$ cat src/hw/flash_once_regs.vh
// constants for the one-time field and program-phrase command sequencer
`ifndef FLASH_ONCE_REGS_VH
`define FLASH_ONCE_REGS_VH

// ***************************************************************
// command codes held in command object word 000, bits [15:8]
// ***************************************************************
`define CMD_READ_ONCE     8'h04
`define CMD_PROGRAM       8'h06
`define CMD_PROGRAM_ONCE  8'h07

// ***************************************************************
// command object indexes
// ***************************************************************
`define IX_CMD            3'h0
`define IX_ADDR           3'h1
`define IX_WORD0          3'h2
`define IX_WORD3          3'h5
`define IX_LAST           3'h5

// ***************************************************************
// field positions inside command object words
// ***************************************************************
`define CODE_MSB          15
`define CODE_LSB          8
`define GADDR_HI_MSB      1
`define GADDR_HI_LSB      0
`define ALIGN_MSB         2

// ***************************************************************
// one-time field size, phrase index range and reset values
// ***************************************************************
`define ONCE_BYTES        64
`define ONCE_PHRASES      8
`define ONCE_IX_MAX       16'h0007
`define ERASED_PHRASE     64'hffffffffffffffff
`define RST_INDEX         3'h0
`define RST_WORD          16'h0000
`define RST_COMMAND_COMPLETE_FLAG          1'b1

`endif

$ cat src/hw/flash_once_seq.v
// command sequencer for read-once, program-phrase and program-once commands
`timescale 1ns/1ps
// Summary of operation
// a 64-byte one-time field of 8 phrases lives in the information area
// read-once uses code 04; index not 001 at launch raises access error
// read-once fetches the phrase into words 010..101, then sets complete
// one-time commands accept phrase index 0..7 only, else access error
// program-flash reads give invalid data while read-once runs
// read-once fetch errors set verify/uncorrectable flags, never protection
// any of the three commands not allowed in this mode sets access error
// software loads code 06, address high, address low, four data words
// program-phrase writes four words then reads back to verify
// program commands need index 101 at launch, else access error
// invalid or misaligned program address sets access error
// program address in protected region sets protection violation
// verify step errors set verify and uncorrectable flags
// software programs only erased phrases, never cumulatively
// software loads code 07, phrase index, four words for program-once
// program-once checks phrase erased, then programs and verifies
// program-once on an already programmed phrase sets access error
// a phrase previously programmed to all ones may be programmed again
// program-flash reads give invalid data while program-once runs
// software must not run one-time commands from the owning flash block
// software issues program-once only once per phrase
// software clears access and protection flags before a new command
// command words sit in an indexed set; last index is checked at launch
`include "flash_once_regs.vh"

module flash_once_seq
#(
  parameter [17:0] PFLASH_BASE = 18'h20000,  // lowest valid program-flash address
  parameter [17:0] PFLASH_LAST = 18'h3ffff   // highest valid program-flash address
)
(
  // clock and reset
  input  wire        sys_clk,
  input  wire        rst,
  // command object access
  input  wire        index_write,
  input  wire [2:0]  index_wdata,
  input  wire        word_write,
  input  wire [15:0] word_wdata,
  output reg  [2:0]  command_object_index,
  output reg  [15:0] command_object_word,
  // launch and status
  input  wire        launch,
  input  wire        clear_access_error,
  input  wire        clear_protection_violation,
  input  wire        mode_permits,
  input  wire [17:0] protect_lo,
  input  wire [17:0] protect_hi,
  output reg         command_complete_flag,
  output reg         access_error_flag,
  output reg         protection_violation_flag,
  output reg         verify_error_flag,
  output reg         uncorrectable_error_flag,
  output wire        pflash_read_invalid,
  // flash array port
  output reg         nvm_req,
  output reg         nvm_write,
  output reg         nvm_once,
  output reg  [17:0] nvm_addr,
  output reg  [63:0] nvm_wdata,
  input  wire        nvm_ack,
  input  wire [63:0] nvm_rdata,
  input  wire        nvm_err,
  input  wire        nvm_uncorr
);

  // ***************************************************************
  // states
  // ***************************************************************
  localparam [4:0] S_IDLE   = 5'b00001;
  localparam [4:0] S_FETCH  = 5'b00010;  // read-once fetch or erased check
  localparam [4:0] S_PROG   = 5'b00100;
  localparam [4:0] S_VERIFY = 5'b01000;
  localparam [4:0] S_DONE   = 5'b10000;

  reg  [4:0]  state;
  reg  [4:0]  next_state;
  reg  [7:0]  cmd;
  reg  [15:0] cob [0:5];
  reg         launch_err;
  reg         launch_pv;
  integer     i;

  wire [7:0]  code      = cob[`IX_CMD][`CODE_MSB:`CODE_LSB];
  wire [17:0] gaddr     = {cob[`IX_CMD][`GADDR_HI_MSB:`GADDR_HI_LSB], cob[`IX_ADDR]};
  wire [63:0] data_word = {cob[5], cob[4], cob[3], cob[2]};
  wire        once_cmd  = (cmd == `CMD_READ_ONCE) || (cmd == `CMD_PROGRAM_ONCE);
  wire        busy      = !command_complete_flag;
  wire        start     = launch && !busy && !access_error_flag
                          && !protection_violation_flag;
  wire        done_now  = (state == S_DONE);

  // phrase index check shared by both one-time commands
  function idx_ok;
    input [15:0] ix;
    begin
      idx_ok = (ix <= `ONCE_IX_MAX);
    end
  endfunction

  // one-time field address from phrase index, 8 bytes per phrase
  function [17:0] once_addr;
    input [15:0] ix;
    begin
      once_addr = {12'h000, ix[2:0], 3'h0};
    end
  endfunction

  // ***************************************************************
  // launch checks
  // ***************************************************************
  // refusal decided in one cycle, so the flag stands before anything runs
  always @*
  begin
    launch_err = 1'b0;
    launch_pv  = 1'b0;
    case (code)
      `CMD_READ_ONCE:
      begin
        if (command_object_index != `IX_ADDR)
          launch_err = 1'b1;
        if (!idx_ok(cob[`IX_ADDR]))
          launch_err = 1'b1;
      end
      `CMD_PROGRAM:
      begin
        if (command_object_index != `IX_LAST)
          launch_err = 1'b1;
        if (gaddr < PFLASH_BASE || gaddr > PFLASH_LAST)
          launch_err = 1'b1;
        if (gaddr[`ALIGN_MSB:0] != 3'h0)
          launch_err = 1'b1;
        if (gaddr >= protect_lo && gaddr <= protect_hi)
          launch_pv = 1'b1;
      end
      `CMD_PROGRAM_ONCE:
      begin
        if (command_object_index != `IX_LAST)
          launch_err = 1'b1;
        if (!idx_ok(cob[`IX_ADDR]))
          launch_err = 1'b1;
      end
      default: launch_err = 1'b1;  // unknown command
    endcase
    if (!mode_permits)
      launch_err = 1'b1;
  end

  // ***************************************************************
  // sequencer
  // ***************************************************************
  // next state; a refused launch stays idle
  always @*
  begin
    next_state = state;
    case (state)
      S_IDLE:
      begin
        if (start && !launch_err && !launch_pv)
        begin
          if (code == `CMD_PROGRAM)
            next_state = S_PROG;
          else
            next_state = S_FETCH;
        end
      end
      S_FETCH:
      begin
        if (nvm_ack)
        begin
          if (cmd == `CMD_READ_ONCE)
            next_state = S_DONE;
          else if (nvm_rdata == `ERASED_PHRASE)
            next_state = S_PROG;
          else
            next_state = S_DONE;
        end
      end
      S_PROG:
      begin
        if (nvm_ack)
          next_state = S_VERIFY;
      end
      S_VERIFY:
      begin
        if (nvm_ack)
          next_state = S_DONE;
      end
      S_DONE:   next_state = S_IDLE;
      default:  next_state = S_IDLE;
    endcase
  end

  always @(posedge sys_clk)
  begin
    if (rst)
      state <= S_IDLE;
    else
      state <= next_state;
  end

  // latch command at launch so later word writes cannot change it
  always @(posedge sys_clk)
  begin
    if (rst)
      cmd <= 8'h00;
    else if (start)
      cmd <= code;
  end

  // flash array requests, held until the array acknowledges
  always @(posedge sys_clk)
  begin
    if (rst)
    begin
      nvm_req   <= 1'b0;
      nvm_write <= 1'b0;
      nvm_once  <= 1'b0;
      nvm_addr  <= 18'h00000;
      nvm_wdata <= 64'h0000000000000000;
    end
    else
    begin
      if (nvm_ack)
        nvm_req <= 1'b0;
      if (state == S_IDLE && next_state != S_IDLE)
      begin
        nvm_req   <= 1'b1;
        nvm_write <= (next_state == S_PROG);
        nvm_once  <= (code != `CMD_PROGRAM);
        nvm_addr  <= (code == `CMD_PROGRAM) ? gaddr : once_addr(cob[`IX_ADDR]);
        nvm_wdata <= data_word;
      end
      else if (nvm_ack && next_state == S_PROG)
      begin
        nvm_req   <= 1'b1;
        nvm_write <= 1'b1;
      end
      else if (nvm_ack && next_state == S_VERIFY)
      begin
        nvm_req   <= 1'b1;
        nvm_write <= 1'b0;
      end
    end
  end

  // ***************************************************************
  // command object words and index
  // ***************************************************************
  // writes while a command runs are dropped to keep the operands stable
  always @(posedge sys_clk)
  begin
    if (rst)
    begin
      command_object_index <= `RST_INDEX;
      for (i = 0; i < 6; i = i + 1)
        cob[i] <= `RST_WORD;
    end
    else
    begin
      if (index_write && !busy)
        command_object_index <= index_wdata;
      if (word_write && !busy && command_object_index <= `IX_LAST)
        cob[command_object_index] <= word_wdata;
      if (state == S_FETCH && nvm_ack && cmd == `CMD_READ_ONCE)
      begin
        cob[2] <= nvm_rdata[15:0];
        cob[3] <= nvm_rdata[31:16];
        cob[4] <= nvm_rdata[47:32];
        cob[5] <= nvm_rdata[63:48];
      end
    end
  end

  // read-back of the selected word; indexes above 101 read as zero
  always @(posedge sys_clk)
  begin
    if (rst)
      command_object_word <= `RST_WORD;
    else if (command_object_index <= `IX_LAST)
      command_object_word <= cob[command_object_index];
    else
      command_object_word <= `RST_WORD;
  end

  // ***************************************************************
  // status flags
  // ***************************************************************
  // access and protection flags are sticky, verify and uncorrectable flags clear at launch; a set in the clear cycle wins
  always @(posedge sys_clk)
  begin
    if (rst)
    begin
      command_complete_flag     <= `RST_COMMAND_COMPLETE_FLAG;
      access_error_flag         <= 1'b0;
      protection_violation_flag <= 1'b0;
      verify_error_flag         <= 1'b0;
      uncorrectable_error_flag  <= 1'b0;
    end
    else
    begin
      if (clear_access_error)
        access_error_flag <= 1'b0;
      if (clear_protection_violation)
        protection_violation_flag <= 1'b0;
      if (start)
      begin
        verify_error_flag        <= 1'b0;
        uncorrectable_error_flag <= 1'b0;
        if (launch_err)
          access_error_flag <= 1'b1;
        else if (launch_pv)
          protection_violation_flag <= 1'b1;
        else
          command_complete_flag <= 1'b0;
      end
      // read-once fetch errors; protection flag is never touched here
      if (state == S_FETCH && nvm_ack && cmd == `CMD_READ_ONCE)
      begin
        if (nvm_err)
          verify_error_flag <= 1'b1;
        if (nvm_uncorr)
          uncorrectable_error_flag <= 1'b1;
      end
      // program-once target already holds data other than all ones
      if (state == S_FETCH && nvm_ack && cmd == `CMD_PROGRAM_ONCE
          && nvm_rdata != `ERASED_PHRASE)
        access_error_flag <= 1'b1;
      // verify read-back compares against what was written
      if (state == S_VERIFY && nvm_ack)
      begin
        if (nvm_err || nvm_rdata != nvm_wdata)
          verify_error_flag <= 1'b1;
        if (nvm_uncorr)
          uncorrectable_error_flag <= 1'b1;
      end
      if (done_now)
        command_complete_flag <= 1'b1;
    end
  end

  // cpu reads of program flash are poisoned while a one-time command runs
  assign pflash_read_invalid = busy && once_cmd;

endmodule // flash_once_seq

$ cat config.mk
export PLATFORM = sky130hd
export DESIGN_NAME = flash_once_seq
export DESIGN_NICKNAME = d
export VERILOG_FILES = /design/src/hw/flash_once_seq.v
export VERILOG_INCLUDE_DIRS = /design/src /design/src/hw
export SDC_FILE = /design/constraint.sdc
export NUM_CORES = 1
export LEC_CHECK = 0
export BUFFER_PORTS_ARGS = -buffer_cell sky130_fd_sc_hd__buf_2
export CORE_MARGIN = 2
export CORE_UTILIZATION = 47
export DETAILED_ROUTE_END_ITERATION = 10
export GPL_ROUTABILITY_DRIVEN = 0
export MAX_ROUTING_LAYER = met4
export PLACE_DENSITY = 0.69
export SYNTH_ARGS = -nofsm -noshare
export SYNTH_HDL_FRONTEND = slang
export SYNTH_SLANG_ARGS = --single-unit
export TNS_END_PERCENT = 1
$ cat constraint.sdc
create_clock -name sys_clk -period 4.8 [get_ports sys_clk]
set_input_delay 0.96 -clock sys_clk [delete_from_list [all_inputs] [get_ports sys_clk]]
set_output_delay 0.96 -clock sys_clk [all_outputs]
set_load 0.05 [all_outputs]
# Yosys cells after proc, flatten, opt, wreduce, memory -nomap -nowiden
# Memory sizes are Yosys's and may differ from the RTL's. A register that Yosys moved wholly into a read port is not among the register bits.
# Index checks and enable logic that the tools add are counted.
# op_classes
magnitude_cmp	6
n_eq_ne	23
mux	59
bitwise	19
n_reduce_logical	33
# ops
operator	n
16-bit two-way mux	5
64-bit equality test, second input constant	1
64-bit != test	1
64-bit != test, second input constant	1
1-bit two-way mux	43
8-bit by 3-bit equality test with 1-bit output, second input constant	5
5-bit two-way mux	6
5-bit one-hot mux with 4 select lines	1
18-bit >= comparator	1
18-bit > comparator, second input constant	1
18-bit less-or-equal comparator	1
1-bit logical AND	18
18-bit less-than comparator, second input constant	1
18-bit two-way mux	1
16-bit by 3-bit less-or-equal comparator with 1-bit output, second input constant	1
16-bit OR reduction	1
3-bit equality test, second input constant	4
5-bit by 3-bit equality test with 1-bit output, second input constant	2
5-bit by 4-bit equality test with 1-bit output, second input constant	2
1-bit bitwise AND	8
8-bit by 3-bit != test with 1-bit output, second input constant	1
1-bit inverter	7
3-bit two-way mux	2
3-bit nonzero test	2
other kinds (14)	24
# word_totals
ff_bits	42
ramBits	96
in_bits	130
word_cells	153
mem_count	1
# mem_list
memory	depth	word_bits	rd	rd_clocked_by_memory_dff	wr	line	rtl
cob	6	16	7	5	6	flash_once_seq.v:82	reg [15:0] cob [0:5];

# Longest topological paths before layout
# Gate-level depths: netlist (run 1).
# An unclocked memory read counts as a cell.
# logic_depth
ltp_word	17
ltp_mapped	12
mapped_depth_nobuf	10

# Worst setup path after synthesis (run 1)
# No wires, ideal clock.
# synth_timing
path_kind	input-to-reg
startpoint	in nvm_ack
endpoint	mem cob[3][0], enable pin
setup_time_ns	0.411
arrival_ns	3.205
required_ns	4.389
setup_slack_ns	1.184
cell_stages	8
path_buffers	1
cell_sequence	clkbuf_1 -> nand2b_1 -> nor2_1 -> nor4b_4 -> and2b_1 -> a21oi_1 -> nand4_1 -> o21ai_0
# synth_lines
element	line	rtl
start, declared	flash_once_seq.v:64	input wire nvm_ack,
end, declared	flash_once_seq.v:82	

==> metrics.csv, run 1 <==
stage;metric;value;unit
clock_network;Post-CTS Setup Bufs;0;
yosys;synthesized instance count;1137;
critical_path;worst endpoint required time;5230;ps
placement;post-DP HPWL;28.4;mm
clock_network;Reg clk slew, reported paths;60;ps
sta;RSZ-0062 raised after global routing;false;
clock_network;total CTS buffers;23;
clock_network;root buf cell;clkbuf_16;
sta;Final Critical Period;3750;ps
outcome;outcome;complete, no violations;
yosys;Synthesis Warnings;0;
pwr;Lkg Pwr;5.36;nW
sta;fmax;0.267;GHz
yosys;Area contributors post-synth;edfxtp_1 (27%), dfxtp_1 (23%), nand2_1 (6.7%);
floorplanning;Initial Utilization;47.8;%
min_path;worst hold path class;flip-flop to flip-flop;
critical_path;crit-path max FO;75;
routing;Routed Antenna Nets;0;
routing;total length of routed wires;39.4;mm
global_routing;total grt overflow;0;
final_layout;non-filler cells, final;1658;
sta;setup tns final;0;ps
floorplanning;die height;156;um
final_layout;Fill cells;1992;
yosys;flops & latches, synth;218;
pwr;Max IR drop VDD;173;uV
global_routing;initial antenna violation count;2;
routing;DR pass1 iterations;6;
clock_network;htree depth;1;
floorplanning;Ports;240;
yosys;Netlist cell types;59;
global_routing;largest net degree at the start of global routing;76;
floorplanning;Cell Rows;55;
routing;vias;10100;
yosys;Post-Syn Area per Cell;9.52;um2
clock_network;CTS Hold Bufs;0;
clock_network;Clock Latency Late Sink;510;ps
placement;I/O Buffers;239;
sta;Final Cycle Share;78.1;%
placement;placed cells;1615;
yosys;Mapped Nets;1303;
yosys;Synth Flop Type;dfxtp_1;
clock_network;clock buffer depth;3;
floorplanning;Die Wd;156;um
pwr;power per cell area;326;nW/um2
critical_path;reg-to-reg slack, setup;1050;ps
sta;Slew Limit Headroom;17.3;%
floorplanning;Core Area;22600;um2
sta;Final Max Tran Viols;0;
critical_path;Crit Path Class;flip-flop to flip-flop;
sta;Finish-stage setup viols;0;
routing;wire per inst;23.8;um
routing;Via density;6.10;
yosys;number of synthesized flops with an enable pin;96;
routing;post-route DRC violation count;0;
final_layout;area delta synth->final;19.5;%
sta;Slew @ Worst Pin;1230;ps
global_routing;first-pass GRT wire length;57.6;mm
clock_network;PostCTS Resize Cnt;0;
critical_path;WP data arrival;4180;ps
pwr;total power;0.00421;W
yosys;Async SR Flop Fraction;0;%
clock_network;CTS Sinks;218;
global_routing;GRT Overall Usage;32.7;%
final_layout;NumNets Final;1521;
yosys;area share of the leading cell type in the synthesized netlist;26.6;%
floorplanning;die area;24300;um2
global_routing;number of global-route vias before repair;9364;
critical_path;CP Launch Type;flip-flop;
yosys;Syn Std Cell Area;10800;um2
yosys;leading area contributor after synthesis;edfxtp_1;
sta;Layout Skew;11.1;ps
yosys;sequential-to-total area share from yosys stat;49.2;%
routing;First DRT Iteration DRCs;1435;
critical_path;crit end category;flip-flop;
run;total of max-cap violations;0;
clock_network;CTS tree;yes;
sta;Final Hold Viols;0;
final_layout;share of layout cells above drive strength 1;22.5;%
-- layer usage --
metal / part of all wire [%] / vias to the layer above / track usage, %
met3: 13 / 120 / 7.44
met5: 0 / - / -
met4: 5.5 / 0 / 15.0
met2: 43 / 701 / 46.1
li1: - / 4531 / -
met1: 39 / 4769 / 44.7
-- worst paths after layout --
check                                                          from                             endpoint  depth (start not counted)
worst max register to register              cob[0][0]$_SDFFCE_PN0P_           nvm_wdata[41]$_SDFFE_PP0P_                         10
worst min-delay path            uncorrectable_error_flag$_SDFF_PP0_  uncorrectable_error_flag$_SDFF_PP0_                          2
worst min register to register  uncorrectable_error_flag$_SDFF_PP0_  uncorrectable_error_flag$_SDFF_PP0_                          2
worst max-delay path                        cob[0][0]$_SDFFCE_PN0P_           nvm_wdata[41]$_SDFFE_PP0P_                         10
-- worst max-delay path, stage by stage (launching register included) --
cell and delay, ps:
edfxtp_1 550, ha_1 400, nand4_1 120, nor2_1 290, nand2_1 90, o32a_1 350
a211oi_2 480, or3_2 280, buf_4 690, nand2_1 120, a21oi_1 180
-- stage by stage --
stage | worst slack (ps) | hold slack, ps | utilization [%] | instance area, um2
floorplan | 1180 | 431 | - | 10800
global placement | 895 | 437 | 54.0 | 12200
detailed placement | 722 | 444 | 54.0 | 12200
CTS | 1110 | 452 | 57.1 | 12900
global route | 871 | 467 | 57.1 | 12900
finish | 1050 | 448 | 57.1 | 12900
-- where the power goes --
group	internal (W)	total (W)	leakage, nW	switching (W)
clock	0.000961	0.00169	0.348	0.000724
combinational	0.000150	0.000477	3.03	0.000327
sequential	0.00200	0.00205	1.98	0.0000548
-- kinds of logic after synthesis --
kind of cell    synth area share [%]
buf+inv                         5.08
xor+xnor                        3.56
fa+ha+maj                       4.16
compound gates                  17.5
simple gates                    17.3
flops                           49.2
mux                             3.28
-- synth_stat cells (3+ instances only) --
master	count
o21ai_0	9
dfxtp_1	122
nor3_1	14
xnor2_1	14
a21o_1	7
nand3_1	13
buf_6	8
a221oi_1	7
nor4_1	19
o22ai_1	9
buf_1	5
xor2_1	30
edfxtp_1	96
nand4_1	33
clkbuf_1	38
nor3b_1	6
mux2i_1	31
o32ai_1	3
ha_1	36
nand2_1	193
inv_1	63
a22o_1	65
o41ai_1	3
nor2b_1	4
buf_2	11
o2bb2ai_1	4
and2_1	32
a211oi_1	31
a21oi_1	126
nor2_1	61
nand2b_1	6
mux2_2	4
-- flip-flops by register name, indices dropped and copies added, names as in the netlist --
| signal | cells |
|---|---|
| access_error_flag | 1 |
| verify_error_flag | 1 |
| command_object_index | 3 |
| nvm_addr | 18 |
| nvm_req | 1 |
| state | 5 |
| uncorrectable_error_flag | 1 |
| nvm_once | 1 |
| cob | 96 |
| command_complete_flag | 1 |
| command_object_word | 16 |
| protection_violation_flag | 1 |
| nvm_write | 1 |
| cmd | 8 |
| nvm_wdata | 64 |
-- cell usage in the layout (no fill, tap or decap), drive strengths merged, types with 14 or more instances in the layout --
cell / Yosys / layout
edfxtp: 96 / 96
a21oi: 126 / 126
a22o: 65 / 65
buf: 25 / 256
and2: 32 / 32
clkbuf: 38 / 36
xnor2: 14 / 14
a211oi: 32 / 32
mux2i: 31 / 31
dfxtp: 122 / 122
inv: 63 / 63
nor2: 61 / 61
nand2: 193 / 193
xor2: 30 / 30
nand3: 14 / 14
nor3: 15 / 15
nand4: 33 / 33
nor4: 20 / 20
ha: 36 / 36
-- area by class of cell --
cell class	instances	area [um2]	area share (%)
diodes	2	5.00	0.0387
multi-input cells	793	4970	38.5
flip-flops and latches	218	5330	41.2
repair buffers	256	1340	10.3
clock inverters	5	25.0	0.193
well taps	285	357	2.76
clock buffers	36	674	5.21
inverters	63	236	1.83
No activity file was read; power rests on OpenSTA's default activity.
==> inputs of run 2 (changes only) <==
clock period = 3.75 ns   (was 4.8 ns; I/O delays follow)
==> metrics.csv, run 2 (synthesis results as in run 1) <==
stage;metric;value;unit
outcome;outcome;complete, no violations;
pwr;Max IR drop VDD;314;uV
clock_network;Post-CTS Setup Bufs;0;
sta;RSZ-0062 raised after global routing;false;
final_layout;Reg with most FFs;cob;
critical_path;crit end category;flip-flop;
final_layout;commonest non-fill, non-tap cell in the layout;buf_2;
sta;Slew @ Worst Pin;1220;ps
pwr;Lkg Pwr;5.43;nW
routing;DR pass1 iterations;7;
clock_network;Clock Latency Late Sink;530;ps
floorplanning;die area;24300;um2
routing;total length of routed wires;39.8;mm
global_routing;initial antenna violation count;2;
routing;First DRT Iteration DRCs;1511;
critical_path;WP data arrival;3620;ps
final_layout;area delta synth->final;20.7;%
critical_path;CP Launch Type;flip-flop;
sta;Layout Skew;29.5;ps
sta;Final Cycle Share;89.6;%
routing;Routed Antenna Nets;0;
critical_path;worst endpoint required time;4010;ps
final_layout;NumNets Final;1524;
global_routing;GRT Overall Usage;32.8;%
global_routing;largest net degree at the start of global routing;74;
final_layout;max FFs per register;96;
pwr;power per cell area;430;nW/um2
final_layout;share of layout cells above drive strength 1;23.0;%
sta;Finish-stage setup viols;0;
floorplanning;Initial Utilization;47.8;%
routing;vias;10200;
sta;Final Max Tran Viols;0;
critical_path;CP peak stage delay;630;ps
floorplanning;die height;156;um
floorplanning;Ports;240;
global_routing;total grt overflow;0;
global_routing;number of global-route vias before repair;9569;
clock_network;htree depth;1;
sta;fmax;0.298;GHz
final_layout;flip-flop and latch area;5330;um2
clock_network;root buf cell;clkbuf_16;
critical_path;Crit-path slowest cell;buf_4;
clock_network;Reg clk slew, reported paths;60;ps
min_path;worst hold path class;flip-flop to flip-flop;
sta;Slew Limit Headroom;18.4;%
sta;Hold WS;447;ps
floorplanning;Core Area;22600;um2
final_layout;Top Registers;cob (96), nvm_wdata (64), nvm_addr (18);
final_layout;most frequent cells in the layout;buf_2 (238), nand2_1 (193), a21oi_1 (126);
placement;I/O Buffers;239;
placement;post-DP HPWL;29.0;mm
critical_path;CP Cell Sequence;or4b_1 > nor2_1 > nor4b_4 > and2b_2 > buf_4 > nor3_2 > a22o_1;
routing;post-route DRC violation count;0;
sta;Final Critical Period;3360;ps
sta;setup tns final;0;ps
run;total of max-cap violations;0;
floorplanning;Die Wd;156;um
routing;wire per inst;23.9;um
clock_network;CTS Sinks;218;
clock_network;clock buffer depth;3;
clock_network;total CTS buffers;23;
final_layout;Multi-input gate area;4980;um2
clock_network;CTS tree;yes;
global_routing;first-pass GRT wire length;57.6;mm
clock_network;CTS Hold Bufs;0;
critical_path;crit-path max FO;66;
routing;Via density;6.14;
floorplanning;Cell Rows;55;
clock_network;PostCTS Resize Cnt;0;
final_layout;Fill cells;1979;
critical_path;Crit Path Class;flip-flop to flip-flop;
sta;Final Hold Viols;0;
-- run 2: cell count changes in the layout (fill, tap and decap cells not counted) --
cell,change
clkbuf_1,-1
clkbuf_16,+2
buf_4,+2
bufinv_16,+1
clkinv_2,-4
clkbuf_8,+2
o21ai_2,+2
inv_6,+1
buf_12,+1
o21ai_1,-2
-- run 2: worst max-delay path, delay by kind of cell, from the launching register on --
family,cells,cell delay [ps]
AND/OR/NAND/NOR,5,1790
AO/OA/AOI/OAI,1,290
buffers and inverters,1,630
flip-flops,1,370
-- run 2: metal layers --
metal	share of wire, %	up-vias	wire (um)	global-route usage (%)
li1	-	4540	-	-
met1	39	4789	15400	44.4
met2	43	760	17300	48.1
met3	13	113	5200	6.31
met4	4.8	0	1900	14.5
met5	0	-	0	-
-- run 2: final timing paths --
path | end | cells past startpoint | slack (ps) | startpoint
setup / recovery | cob[3][2]$_DFFE_PP_ | 7 | 390 | state[0]$_SDFF_PP1_
hold / removal | uncorrectable_error_flag$_SDFF_PP0_ | 2 | 450 | uncorrectable_error_flag$_SDFF_PP0_
setup reg to reg | cob[3][2]$_DFFE_PP_ | 7 | 390 | state[0]$_SDFF_PP1_
hold reg to reg | uncorrectable_error_flag$_SDFF_PP0_ | 2 | 450 | uncorrectable_error_flag$_SDFF_PP0_
-- run 2: metrics by stage --
| step | utilization (%) | worst slack [ps] | instances | total power, W | area (um2) |
|---|---|---|---|---|---|
| global placement | 54.2 | 407 | 1618 | 0.00326 | 12300 |
| global route | 57.7 | 276 | 1662 | 0.00576 | 13100 |
| CTS | 57.7 | 461 | 1660 | 0.00560 | 13100 |
| detailed placement | 54.2 | 359 | 1618 | 0.00327 | 12300 |
| finish | 57.7 | 392 | 1662 | 0.00562 | 13100 |
| floorplan | - | 344 | 1137 | 0.00297 | 10800 |
-- run 2: power breakdown --
group	internal [W]	switching (W)	leakage, nW
registers	0.00256	0.0000723	1.98
clock network	0.00142	0.000956	0.389
logic	0.000193	0.000418	3.05
total	0.00417	0.00145	5.43
-- run 2: final cells by class --
class | count | area share (%)
diodes | 2 | 0.0383
clock buffers | 39 | 5.72
clock inverters | 3 | 0.335
inverters | 63 | 1.81
multi-input cells | 793 | 38.1
flip-flops and latches | 218 | 40.7
well taps | 285 | 2.73
repair buffers | 259 | 10.5
